--- src/verilog/cbac_pkg.sv ---
package cbac_pkg;

   localparam int ADDR_W = 7;
   localparam int DATA_W = 8;
   localparam int CMD_W = 5;
   localparam int LINK_W = 2;

   // register offsets on the host register port
   localparam logic [ADDR_W-1:0] CMD_CTRL_OFS = 7'h00;
   localparam logic [ADDR_W-1:0] BUS_CTRL_OFS = 7'h01;

   // command_control fields
   localparam int CMD_POWER_DOWN_BIT = 7;
   localparam int CMD_RADIO_OFF_BIT = 6;
   localparam int CMD_CODE_LSB = 0;
   localparam int CMD_CODE_MSB = 4;

   // bus_access_control fields
   localparam int BUS_UNLOCK_BIT = 7;
   localparam int BUS_HOST_BIT = 6;
   localparam int BUS_MODULE_BIT = 5;
   localparam int BUS_LINK_LSB = 2;
   localparam int BUS_LINK_MSB = 3;

   // command codes known to this block; other codes are passed through
   localparam logic [CMD_W-1:0] CMD_IDLE = 5'h00;

   // module link select encodings
   localparam logic [LINK_W-1:0] LINK_OFF = 2'h0;
   localparam logic [LINK_W-1:0] LINK_SPI = 2'h1;
   localparam logic [LINK_W-1:0] LINK_TWO_WIRE_LOW = 2'h2;
   localparam logic [LINK_W-1:0] LINK_TWO_WIRE = 2'h3;

   // values after reset
   localparam logic RST_POWER_DOWN = 1'b0;
   localparam logic RST_RADIO_OFF = 1'b0;
   localparam logic RST_UNLOCK = 1'b0;
   localparam logic RST_GRANT_HOST = 1'b1;
   localparam logic RST_GRANT_MODULE = 1'b0;
   localparam logic [LINK_W-1:0] RST_LINK = 2'h0;
   localparam logic [DATA_W-1:0] RST_RD_DATA = 8'h00;

   typedef enum logic [0:0] {
      CBAC_CMD_IDLE = 1'b0,
      CBAC_CMD_RUN = 1'b1
   } cbac_cmd_state_t;

endpackage : cbac_pkg

--- src/verilog/cbac_link_decode.sv ---
`timescale 1ns/1ps

module cbac_link_decode (
   input wire logic core_clk,
   input wire logic srst,
   input wire logic [cbac_pkg::LINK_W-1:0] linkSelect,
   output logic linkSpiEn,
   output logic linkTwoWireLowEn,
   output logic linkTwoWireEn
);

   logic next_linkSpiEn;
   logic next_linkTwoWireLowEn;
   logic next_linkTwoWireEn;

   // one-hot enables so that never two link engines run at once
   always_comb begin
      next_linkSpiEn = (linkSelect == cbac_pkg::LINK_SPI);
      next_linkTwoWireLowEn = (linkSelect == cbac_pkg::LINK_TWO_WIRE_LOW);
      next_linkTwoWireEn = (linkSelect == cbac_pkg::LINK_TWO_WIRE);
   end

   always_ff @(posedge core_clk) begin
      if (srst) begin
         linkSpiEn <= 1'b0;
         linkTwoWireLowEn <= 1'b0;
         linkTwoWireEn <= 1'b0;
      end else begin
         linkSpiEn <= next_linkSpiEn;
         linkTwoWireLowEn <= next_linkTwoWireLowEn;
         linkTwoWireEn <= next_linkTwoWireEn;
      end
   end

endmodule : cbac_link_decode

--- src/verilog/cbac_control.sv ---
`timescale 1ns/1ps

module cbac_control (
   input wire logic core_clk,
   input wire logic srst,
   input wire logic [cbac_pkg::ADDR_W-1:0] regAddr,
   input wire logic regWrEn,
   input wire logic regRdEn,
   input wire logic [cbac_pkg::DATA_W-1:0] regWrData,
   output logic [cbac_pkg::DATA_W-1:0] regRdData,
   output logic regRdValid,
   input wire logic cmdDone,
   input wire logic wakeEvent,
   output logic powerDown,
   output logic rxPowerDown,
   output logic txPowerDown,
   output logic [cbac_pkg::CMD_W-1:0] cmdCode,
   output logic cmdStart,
   output logic cmdStop,
   output logic cmdActive,
   output logic grantToHost,
   output logic grantToModule,
   output logic linkSpiEn,
   output logic linkTwoWireLowEn,
   output logic linkTwoWireEn
);

   cbac_pkg::cbac_cmd_state_t cmdState;
   cbac_pkg::cbac_cmd_state_t next_cmdState;

   logic radioOff;
   logic ownershipUnlock;
   logic [cbac_pkg::LINK_W-1:0] moduleLinkSelect;

   logic next_powerDown;
   logic next_radioOff;
   logic [cbac_pkg::CMD_W-1:0] next_cmdCode;
   logic next_cmdStart;
   logic next_cmdStop;
   logic next_ownershipUnlock;
   logic next_grantToHost;
   logic next_grantToModule;
   logic [cbac_pkg::LINK_W-1:0] next_moduleLinkSelect;
   logic [cbac_pkg::DATA_W-1:0] next_regRdData;

   logic wrCmd;
   logic wrBus;
   logic [cbac_pkg::CMD_W-1:0] wrCode;
   logic wrAsksHost;
   logic wrAsksModule;

   assign wrCmd = regWrEn && (regAddr == cbac_pkg::CMD_CTRL_OFS);
   assign wrBus = regWrEn && (regAddr == cbac_pkg::BUS_CTRL_OFS);
   assign wrCode = regWrData[cbac_pkg::CMD_CODE_MSB:cbac_pkg::CMD_CODE_LSB];
   assign wrAsksHost = regWrData[cbac_pkg::BUS_HOST_BIT];
   assign wrAsksModule = regWrData[cbac_pkg::BUS_MODULE_BIT];

   // ---------------- command register and command sequencing ----------------
   always_comb begin
      next_cmdState = cmdState;
      next_cmdCode = cmdCode;
      next_cmdStart = 1'b0;
      next_cmdStop = 1'b0;
      next_powerDown = powerDown;
      next_radioOff = radioOff;

      // a wake event ends power-down; a command_control write in the same cycle wins
      if (wakeEvent) begin
         next_powerDown = 1'b0;
      end
      if (wrCmd) begin
         next_powerDown = regWrData[cbac_pkg::CMD_POWER_DOWN_BIT];
         next_radioOff = regWrData[cbac_pkg::CMD_RADIO_OFF_BIT];
      end

      unique case (cmdState)
         cbac_pkg::CBAC_CMD_IDLE: begin
            if (wrCmd && (wrCode != cbac_pkg::CMD_IDLE)) begin
               next_cmdCode = wrCode;
               next_cmdStart = 1'b1;
               next_cmdState = cbac_pkg::CBAC_CMD_RUN;
            end else if (wrCmd) begin
               next_cmdCode = cbac_pkg::CMD_IDLE;
            end
         end
         cbac_pkg::CBAC_CMD_RUN: begin
            if (wrCmd && (wrCode == cbac_pkg::CMD_IDLE)) begin
               // idle code written while busy aborts the running command
               next_cmdCode = cbac_pkg::CMD_IDLE;
               next_cmdStop = 1'b1;
               next_cmdState = cbac_pkg::CBAC_CMD_IDLE;
            end else if (wrCmd) begin
               // a new code replaces the old one even if done arrives now
               next_cmdCode = wrCode;
               next_cmdStart = 1'b1;
            end else if (cmdDone) begin
               next_cmdCode = cbac_pkg::CMD_IDLE;
               next_cmdState = cbac_pkg::CBAC_CMD_IDLE;
            end
         end
      endcase
   end

   always_ff @(posedge core_clk) begin
      if (srst) begin
         cmdState <= cbac_pkg::CBAC_CMD_IDLE;
         cmdCode <= cbac_pkg::CMD_IDLE;
         cmdStart <= 1'b0;
         cmdStop <= 1'b0;
         cmdActive <= 1'b0;
         powerDown <= cbac_pkg::RST_POWER_DOWN;
         radioOff <= cbac_pkg::RST_RADIO_OFF;
         rxPowerDown <= cbac_pkg::RST_RADIO_OFF;
         txPowerDown <= cbac_pkg::RST_RADIO_OFF;
      end else begin
         cmdState <= next_cmdState;
         cmdCode <= next_cmdCode;
         cmdStart <= next_cmdStart;
         cmdStop <= next_cmdStop;
         cmdActive <= (next_cmdState == cbac_pkg::CBAC_CMD_RUN);
         powerDown <= next_powerDown;
         radioOff <= next_radioOff;
         rxPowerDown <= next_radioOff;
         txPowerDown <= next_radioOff;
      end
   end

   // ---------------- bus ownership and module link ----------------
   always_comb begin
      next_ownershipUnlock = ownershipUnlock;
      next_grantToHost = grantToHost;
      next_grantToModule = grantToModule;
      next_moduleLinkSelect = moduleLinkSelect;

      if (regWrEn) begin
         if (ownershipUnlock) begin
            // unlock is spent by any write, whatever the address
            next_ownershipUnlock = 1'b0;
         end else begin
            next_ownershipUnlock = wrBus && regWrData[cbac_pkg::BUS_UNLOCK_BIT];
         end
      end

      if (wrBus) begin
         next_moduleLinkSelect = regWrData[cbac_pkg::BUS_LINK_MSB:cbac_pkg::BUS_LINK_LSB];
         // ownership only moves on the write right after the unlock write
         if (ownershipUnlock && !(wrAsksHost && wrAsksModule)) begin
            next_grantToHost = wrAsksHost;
            next_grantToModule = wrAsksModule;
         end
      end
   end

   always_ff @(posedge core_clk) begin
      if (srst) begin
         ownershipUnlock <= cbac_pkg::RST_UNLOCK;
         grantToHost <= cbac_pkg::RST_GRANT_HOST;
         grantToModule <= cbac_pkg::RST_GRANT_MODULE;
         moduleLinkSelect <= cbac_pkg::RST_LINK;
      end else begin
         ownershipUnlock <= next_ownershipUnlock;
         grantToHost <= next_grantToHost;
         grantToModule <= next_grantToModule;
         moduleLinkSelect <= next_moduleLinkSelect;
      end
   end

   cbac_link_decode u_link_decode (
      .core_clk(core_clk),
      .srst(srst),
      .linkSelect(moduleLinkSelect),
      .linkSpiEn(linkSpiEn),
      .linkTwoWireLowEn(linkTwoWireLowEn),
      .linkTwoWireEn(linkTwoWireEn)
   );

   // ---------------- read path ----------------
   // reserved bits and unmapped addresses read as zero
   always_comb begin
      next_regRdData = cbac_pkg::RST_RD_DATA;
      if (regRdEn) begin
         unique case (regAddr)
            cbac_pkg::CMD_CTRL_OFS: begin
               next_regRdData[cbac_pkg::CMD_POWER_DOWN_BIT] = powerDown;
               next_regRdData[cbac_pkg::CMD_RADIO_OFF_BIT] = radioOff;
               next_regRdData[cbac_pkg::CMD_CODE_MSB:cbac_pkg::CMD_CODE_LSB] = cmdCode;
            end
            cbac_pkg::BUS_CTRL_OFS: begin
               next_regRdData[cbac_pkg::BUS_UNLOCK_BIT] = ownershipUnlock;
               next_regRdData[cbac_pkg::BUS_HOST_BIT] = grantToHost;
               next_regRdData[cbac_pkg::BUS_MODULE_BIT] = grantToModule;
               next_regRdData[cbac_pkg::BUS_LINK_MSB:cbac_pkg::BUS_LINK_LSB] = moduleLinkSelect;
            end
            default: begin
               next_regRdData = cbac_pkg::RST_RD_DATA;
            end
         endcase
      end
   end

   always_ff @(posedge core_clk) begin
      if (srst) begin
         regRdData <= cbac_pkg::RST_RD_DATA;
         regRdValid <= 1'b0;
      end else begin
         regRdData <= next_regRdData;
         regRdValid <= regRdEn;
      end
   end

endmodule : cbac_control

--- config.mk ---
export PLATFORM = sky130hd
export DESIGN_NAME = cbac_control
export DESIGN_NICKNAME = d
export VERILOG_FILES = /design/src/verilog/cbac_pkg.sv /design/src/verilog/cbac_link_decode.sv /design/src/verilog/cbac_control.sv
export SDC_FILE = /design/constraint.sdc
export NUM_CORES = 1
export LEC_CHECK = 0
export BUFFER_PORTS_ARGS = -buffer_cell sky130_fd_sc_hd__buf_2
export CAP_MARGIN = 20
export CORE_AREA = 2 2 47 54
export CTS_CLUSTER_DIAMETER = 50
export DETAILED_ROUTE_END_ITERATION = 16
export DIE_AREA = 0 0 49 56
export GPL_TIMING_DRIVEN = 0
export HOLD_SLACK_MARGIN = 0.05
export PLACE_DENSITY_LB_ADDON = 0.15
export SLEW_MARGIN = 20
export SYNTH_ARGS = -nofsm -noshare
export SYNTH_HDL_FRONTEND = slang
export SYNTH_SLANG_ARGS = --single-unit
--- constraint.sdc ---
create_clock -name core_clk -period 3.9 [get_ports core_clk]
set_clock_uncertainty 0.2 [all_clocks]
set_input_delay 0.39 -clock core_clk [delete_from_list [all_inputs] [get_ports core_clk]]
set_output_delay 0.39 -clock core_clk [all_outputs]
set_load 0.01 [all_outputs]
# Word level (Yosys, flattened, before mapping)

Index checks and enable logic that the tools add are counted.

Div/mod/pow operators: 0
Add/subtract/negate cells: 0
Reductions and logical operators: 18
Shift operators: 0
Mux-type cells: 20
Bitwise logic cells: 4
Equality and inequality tests: 6
$lt $le $gt $ge: 0
$mul: 0

Operators with widths:

| operator                                                                 | count |
|---|---|
| 5-bit 2-to-1 mux                                                         | 5 |
| 1-bit 2-to-1 mux                                                         | 10 |
| 5-bit case mux with 2 select lines                                       | 1 |
| 2-bit case mux with 2 select lines                                       | 2 |
| 7-bit by 1-bit == test with 1-bit output (second input constant)         | 1 |
| 1-bit logical AND                                                        | 7 |
| 7-bit logical NOT                                                        | 1 |
| 3-bit OR reduction                                                       | 2 |
| 5-bit logical NOT                                                        | 1 |
| 5-bit nonzero test                                                       | 1 |
| 2-bit == test (second input constant)                                    | 2 |
| 4-bit by 2-bit inequality test with 1-bit output (second input constant) | 1 |
| 1-bit NOT                                                                | 4 |
| 1-bit case mux with 2 select lines                                       | 2 |
| 2-bit AND reduction                                                      | 2 |
| 2-bit OR reduction                                                       | 2 |
| 3-bit inequality test (second input constant)                            | 1 |
| 2-bit by 1-bit == test with 1-bit output (second input constant)         | 1 |
| 2-bit nonzero test                                                       | 1 |
| 1-bit logical NOT                                                        | 1 |

Logic and storage cells: 65
Memory bits (writable): 0
Latch bits: 0
Memories kept: 0
Bits of input ports: 21
ROM bits: 0
Output and inout bits: 25
Bits in registers: 27

# Logic depth before layout (Yosys ltp)

Gate-level depths: netlist (run 1).

Depth in word-level cells: 5
Gate-level depth with buffers: 5
Depth with buffers taken out: 4

# By module

Synthesis (run 1) repeated with hierarchy kept, for this count alone.

Cells, all modules: 101
Area total of the unflattened synthesis: 1,027.2 um^2

By module, submodules not included:

| module           | area each (um^2) | cells each | sequential area each (um^2) | times used |
|---|---|---|---|---|
| cbac_control     | 942.2            | 95         | 480.5                       | 1 |
| cbac_link_decode | 85.1             | 6          | 60.1                        | 1 |

# Least setup slack after synthesis (run 1)

OpenSTA, ideal clock, no wires.

Path type: input to register
From: input regAddr[1] (netlist name)
To: register moduleLinkSelect[0] (netlist name)
Slack: 2.282 ns
Arrival: 1.290 ns
Library setup time: 0.128 ns
Data required time: 3.572 ns
Stages on the path: 4
Path buffers: 0
Cells stage by stage: nor4_4 and4_2 mux2i_1 nor2_1

Cells in the longest elaborated chain, start to end: 2

Ends and longest elaborated chain:

| element                                  | line                | RTL |
|---|---|---|
| start, declared                          | cbac_control.sv:6   | `input wire logic [cbac_pkg::ADDR_W-1:0] regAddr,` |
| 7-bit by 1-bit == test with 1-bit output | cbac_control.sv:53  | `assign wrBus = regWrEn && (regAddr == cbac_pkg::BUS_CTRL_OFS);` |
| 1-bit logical AND                        | cbac_control.sv:53  |  |
| end signal, assigned                     | cbac_control.sv:159 | `moduleLinkSelect <= cbac_pkg::RST_LINK;` |
| end signal, assigned                     | cbac_control.sv:164 | `moduleLinkSelect <= next_moduleLinkSelect;` |
| end, declared                            | cbac_control.sv:33  | `logic [cbac_pkg::LINK_W-1:0] moduleLinkSelect;` |

No other way between the ends.
A chain may end at the register's enable or synchronous reset.

# Worst setup path after layout (run 1)

From: input srst
To: register moduleLinkSelect[0] (netlist name)

RTL lines:

| element         | line              | RTL |
|---|---|---|
| start, declared | cbac_control.sv:5 | `input wire logic srst,` |

No word-level cell between the ends.

==> results of run 1 <==
[report_power, final]
part / switching (mW) / leakage [nW] / internal (mW)
Sequential: 0.000309 / 0.218 / 0.277
Combinational: 0.0150 / 0.362 / 0.0131
Clock: 0.0811 / 0.0177 / 0.0384
Total: 0.0964 / 0.597 / 0.328
[critical path: stages]
cell and delay (ps):
dlygate4sd3_1 520, buf_2 100, clkbuf_1 380, clkbuf_1 440, nor2_1 120
[layout make-up]
class	instances	area, sq um	area share [%]
buffer	5	31.3	2.40
clock buffer	3	22.5	1.73
tap	30	37.5	2.88
multi-input combinational	69	435	33.4
sequential	27	541	41.5
clock inverter	1	5.00	0.384
timing repair buffer	45	230	17.7
[layer usage]
| metal | part of all wire, % | vias up | track usage, % |
|---|---|---|---|
| met2 | 50 | 24 | 30.9 |
| met5 | 0 | - | 0 |
| li1 | - | 449 | - |
| met3 | 3.5 | 4 | 1.88 |
| met1 | 45 | 399 | 19.4 |
| met4 | 1.7 | 0 | 7.35 |
[cell usage in the layout (no fill, tap or decap), types with 3 or more instances in the layout]
cell / instances
nand3b_1: 3
mux2i_1: 7
buf_2: 45
and2_1: 3
a21oi_1: 10
nor2_1: 12
dfxtp_1: 27
nand2_1: 13
nor3b_1: 3
nand3_1: 6
clkbuf_4: 3
[registers in the layout, indices dropped and copies added (netlist names)]
signal,flops
radioOff,1
u_link_decode.linkSpiEn,1
u_link_decode.linkTwoWireLowEn,1
moduleLinkSelect,2
regRdValid,1
u_link_decode.linkTwoWireEn,1
cmdCode,5
grantToModule,1
cmdStop,1
cmdState,1
regRdData,8
powerDown,1
grantToHost,1
ownershipUnlock,1
cmdStart,1
[logic make-up (layout without fill, tap and decap cells)]
| family | after synthesis | count (layout) | synth area share (%) |
|---|---|---|---|
| AOI/OAI and AO/OA | 10 | 10 | 4.97 |
| buffers and inverters | 5 | 54 | 3.11 |
| DFF | 27 | 27 | 53.7 |
| muxes | 7 | 7 | 6.96 |
| and+or+nand+nor | 52 | 52 | 31.3 |
[through the flow]
step,cells,cell area [sq um],worst slack (ps),hold slack [ps],total power [mW]
after floorplan,101,1010,2280,247,0.294
after global placement,175,1260,2070,239,0.310
after detailed placement,175,1260,2020,242,0.311
after CTS,180,1300,1950,95.9,0.427
after global routing,180,1300,1840,85.4,0.438
final,180,1300,1950,95.8,0.425
[what timing repair did]
action,CTS,global route
buffers inserted,0,0
hold buffers,1,0
setup endpoints to repair,0,0
endpoints found under the hold margin,1,0
[worst paths after layout]
| kind | end | slack (ps) |
|---|---|---|
| min reg2reg | regRdData[5] | 260 |
| min | cmdCode[4] | 100 |
| max reg2reg | grantToModule | 2770 |
| max | moduleLinkSelect[0] | 1950 |
==> flow_metrics.env, run 1 <==
export IMPL_outcome="finished clean"
export IMPL_powerDensity_nw_per_um2=326
export IMPL_cts_buffers=3
export IMPL_drc=0
export IMPL_drt_iter0_markers=19
export IMPL_yosysMostFrequentCell="dfxtp_1"
export IMPL_clockBufferDepth=2
export IMPL_finish_net_count=172
export IMPL_synth_flop_cell="dfxtp_1"
export IMPL_clk_pin_slew_ps=140
export IMPL_antenna_found_initial=0
export IMPL_hpwl_mm=1.70
export IMPL_fin_util_pct=59.6
export IMPL_syn_area_per_cell_sq_um=9.97
export IMPL_cts_tree="built"
export IMPL_netlist_area_sq_um=1010
export IMPL_cts_repair_resized=0
export IMPL_setup_tns_ps=0
export IMPL_synth_edf_count=0
export IMPL_synth_seq_cells=27
export IMPL_yosysWarnings=0
export IMPL_die_y_um=56
export IMPL_area_growth_pct=29.3
export IMPL_fin_crit_sh_pct=49.9
export IMPL_grt_pass1_vias=848
export IMPL_hp_class="primary input to flop"
export IMPL_syn_inst=101
export IMPL_fillers=223
export IMPL_core_area_sq_um=2180
export IMPL_port_buffer_count=44
export IMPL_worstSetupPathType="primary input to flop"
export IMPL_synth_top_area_cell="dfxtp_1"
export IMPL_start_kind="primary input"
export IMPL_crit_arrival_ps=1950
export IMPL_synth_yosys_seq_area_share_pct=53.7
export IMPL_finalHoldViolations=0
export IMPL_grt_setup_unrepaired="false"
export IMPL_hp_start="regWrData[4]"
export IMPL_max_slew_margin_rel_pct=67.8
export IMPL_cts_sinks=27
export IMPL_grt_ovfl_total=0
export IMPL_max_freq_ghz=0.514
export IMPL_cap_violations=0
export IMPL_required_ps=3910
export IMPL_grt_pass1_wl_mm=3.60
export IMPL_setup_viol=0
export IMPL_layout_drive_gt1_share_pct=36.7
export IMPL_synthTopCellsByArea="dfxtp_1 (54%), mux2i_1 (7.0%), a21oi_1 (5.0%)"
export IMPL_die_w_um=49
export IMPL_root_buffer="clkbuf_4"
export IMPL_gr_usage_all_layers_pct=16.9
export IMPL_diodes=0
export IMPL_crit_start="srst"
export IMPL_gp_congestion=0.752
export IMPL_drv_slew=0
export IMPL_boundaryPins=46
export IMPL_async_flop_share_pct=0
export IMPL_grt_start_max_net_pins=16
export IMPL_leakagePower_nw=0.597
export IMPL_wl_per_cell_um=12.1
export IMPL_syn_nets=122
export IMPL_crit_fanout=10
export IMPL_synth_cell_types=24
export IMPL_synth_common_cells="dfxtp_1 (27), nand2_1 (13), nor2_1 (12), a21oi_1 (10), mux2i_1 (7)"
export IMPL_initial_core_util_pct=46.1
export IMPL_reg2reg_from="ownershipUnlock"
export IMPL_rows=18
export IMPL_routed_wl_mm=2.18
export IMPL_max_slew_worst_pin_slew_ps=483
export IMPL_postRouteAntennaNets=0
export IMPL_vias_per_cell=4.87
export IMPL_dr_pass1_iters=4
export IMPL_endpoint_kind="flop"
export IMPL_holdPathStages=3
export IMPL_clk_latency_ps=320
export IMPL_die_area_sq_um=2740
export IMPL_synth_top_cell_area_share_pct=53.7
export IMPL_htree_levels=1
export IMPL_layout_min_cycle_time_ps=1950
export IMPL_vias=876
export IMPL_r2r_cells=3
export IMPL_irDropWorstVdd_uv=235
Note: power is estimated with default switching activity, not from simulation.
==> inputs of run 2 (changes only) <==
--- a/config.mk
+++ b/config.mk
@@ -7,10 +7,10 @@
 export LEC_CHECK = 0
 export BUFFER_PORTS_ARGS = -buffer_cell sky130_fd_sc_hd__buf_2
 export CAP_MARGIN = 20
-export CORE_AREA = 2 2 47 54
+export CORE_AREA = 2 2 51 58
 export CTS_CLUSTER_DIAMETER = 50
 export DETAILED_ROUTE_END_ITERATION = 16
-export DIE_AREA = 0 0 49 56
+export DIE_AREA = 0 0 53 60
 export GPL_TIMING_DRIVEN = 0
 export HOLD_SLACK_MARGIN = 0.05
 export PLACE_DENSITY_LB_ADDON = 0.15
==> constraint.sdc (replaced) <==
create_clock -name core_clk -period 1.65 [get_ports core_clk]
set_clock_uncertainty 0.2 [all_clocks]
set_input_delay 0.165 -clock core_clk [delete_from_list [all_inputs] [get_ports core_clk]]
set_output_delay 0.165 -clock core_clk [all_outputs]
set_load 0.01 [all_outputs]
==> run 2 against run 1 <==
Clock power grew 130%. Register-to-register slack lost 2300 ps. Sequential power grew 140%. Routed wire length grew 8.3%. Critical path type unchanged. Largest power group unchanged.
==> flow_metrics.env, run 2 (synthesized netlist as in run 1, its figures left out) <==
export IMPL_outcome="finished clean"
export IMPL_leakagePower_nw=0.668
export IMPL_powerDensity_nw_per_um2=701
export IMPL_grt_pass1_vias=876
export IMPL_p_switching_uw=228
export IMPL_r2r_cells=3
export IMPL_antenna_found_initial=0
export IMPL_gr_usage_all_layers_pct=16.2
export IMPL_fin_util_pct=56.0
export IMPL_boundaryPins=46
export IMPL_required_ps=1660
export IMPL_clk_latency_ps=310
export IMPL_reg_largest_list="regRdData x8, cmdCode x5, moduleLinkSelect x2"
export IMPL_path_cells="dlygate4sd3_1, buf_6, nor4bb_4, nand4_1, mux2i_1, nor2_1"
export IMPL_setup_viol=0
export IMPL_finish_net_count=186
export IMPL_holdPathStages=4
export IMPL_endpoint_kind="flop"
export IMPL_p_comb_share_pct=9.5
export IMPL_seq_power_share_pct=63.4
export IMPL_setup_tns_ps=0
export IMPL_drc=0
export IMPL_largest_reg_flops=8
export IMPL_core_area_sq_um=2630
export IMPL_clockPowerShare_pct=27.0
export IMPL_sw_frac_of_total_pct=22.1
export IMPL_grt_setup_unrepaired="false"
export IMPL_cts_tree="built"
export IMPL_fin_crit_sh_pct=95.7
export IMPL_diodes=0
export IMPL_postRouteAntennaNets=0
export IMPL_reg2reg_from="ownershipUnlock"
export IMPL_grt_pass1_wl_mm=3.75
export IMPL_irDropWorstVdd_uv=516
export IMPL_regToRegSetupSlack_ps=490
export IMPL_wl_per_cell_um=12.0
export IMPL_timing_rr_end="grantToModule"
export IMPL_initial_core_util_pct=38.3
export IMPL_start_kind="primary input"
export IMPL_final_common_cell="buf_2"
export IMPL_grt_ovfl_total=0
export IMPL_placed_area_sq_um=1270
export IMPL_crit_fanout=5
export IMPL_drt_iter0_markers=22
export IMPL_dr_pass1_iters=4
export IMPL_max_slew_margin_rel_pct=67.4
export IMPL_max_slew_worst_pin_slew_ps=489
export IMPL_largest_register="regRdData"
export IMPL_gp_congestion=0.691
export IMPL_finalHoldViolations=0
export IMPL_drv_slew=0
export IMPL_cts_sinks=27
export IMPL_grt_start_max_net_pins=15
export IMPL_die_area_sq_um=3180
export IMPL_crit_arrival_ps=1590
export IMPL_cts_buffers=3
export IMPL_max_freq_ghz=0.633
export IMPL_htree_levels=1
export IMPL_vias=942
export IMPL_clk_pin_slew_ps=140
export IMPL_holdPathEnd="cmdStop"
export IMPL_layout_min_cycle_time_ps=1580
export IMPL_routed_wl_mm=2.36
export IMPL_layout_common_cells="buf_2 (43), dfxtp_1 (27), dlygate4sd3_1 (14)"
export IMPL_die_y_um=60
export IMPL_die_w_um=53
export IMPL_hp_class="primary input to flop"
export IMPL_port_buffer_count=44
export IMPL_root_buffer="clkbuf_4"
export IMPL_cap_violations=0
export IMPL_hpwl_mm=1.68
export IMPL_vias_per_cell=4.78
export IMPL_final_cell_area_sq_um=1470
export IMPL_area_growth_pct=46.1
export IMPL_hp_start="regAddr[5]"
export IMPL_p_int_uw=804
export IMPL_rows=20
export IMPL_crit_path_top_delay_cell="dlygate4sd3_1"
export IMPL_critPathMaxStageDelay_ps=550
export IMPL_clockBufferDepth=2
export IMPL_layout_drive_gt1_share_pct=34.8
export IMPL_worstSetupPathType="primary input to flop"
==> run 2: cell count changes in the layout (fill, tap and decap cells not counted), sizes merged <==
cell	delta
buf	+1
dlygate4sd3	+13
clkbuf	+1
clkinv	-1
==> run 2: area by class of cell <==
class,instances,area [sq um]
fillers,243,1160
well taps,33,41.3
clock buffers,4,26.3
repair buffers,59,374
plain buffers,5,33.8
multi-input cells,69,455
flip-flops and latches,27,541
==> run 2: layer usage <==
metal	up-vias	global-route usage, %	part of all wire [%]
met4	0	7.69	0.81
li1	473	-	-
met2	23	28.4	50
met1	444	18.9	43
met3	2	3.00	5.4
met5	-	0	0
==> run 2: worst max path at each step <==
stage               startpoint                  end  slack [ps]  depth (start not counted)
finish                 regWrEn        grantToModule          70                          6
global route           regWrEn        grantToModule           3                          6
CTS                 regAddr[0]        grantToModule          30                          6
detailed placement  regAddr[1]  moduleLinkSelect[0]          20                          5
global placement    regAddr[1]  moduleLinkSelect[0]          40                          5
floorplan           regAddr[1]  moduleLinkSelect[0]         260                          4
==> run 2: metrics by stage <==
| stage | std cells | total power, mW | hold slack, ps | worst slack, ps |
|---|---|---|---|---|
| floorplan | 101 | 0.696 | 48.2 | 257 |
| global placement | 178 | 0.733 | 154 | 44.4 |
| detailed placement | 178 | 0.735 | 168 | 19.6 |
| CTS | 198 | 1.05 | 45.5 | 29.4 |
| global route | 197 | 1.07 | 72.6 | 3.22 |
| finish | 197 | 1.03 | 62.9 | 71.3 |
==> run 2: repair_timing <==
| action | in CTS | in global routing |
|---|---|---|
| hold buffers | 16 | 0 |
| hold endpoints to repair | 19 | 0 |
| gates resized for setup | 0 | 7 |
| setup endpoints to repair | 0 | 2 |
| setup buffers | 0 | 1 |
==> run 2: worst max-delay path, delay by kind of cell <==
kind / cells / cell delay (ps)
AND/OR/NAND/NOR: 3 / 520
buffers and inverters: 2 / 670
multiplexers: 1 / 220
==> run 2: power groups by stage <==
stage               logic, mW  clock network [mW]  registers (mW)
floorplan              0.0255                   0           0.670
global placement       0.0644                   0           0.669
detailed placement     0.0664                   0           0.669
CTS                    0.0955               0.296           0.655
global route            0.106               0.310           0.655
finish                 0.0982               0.279           0.655
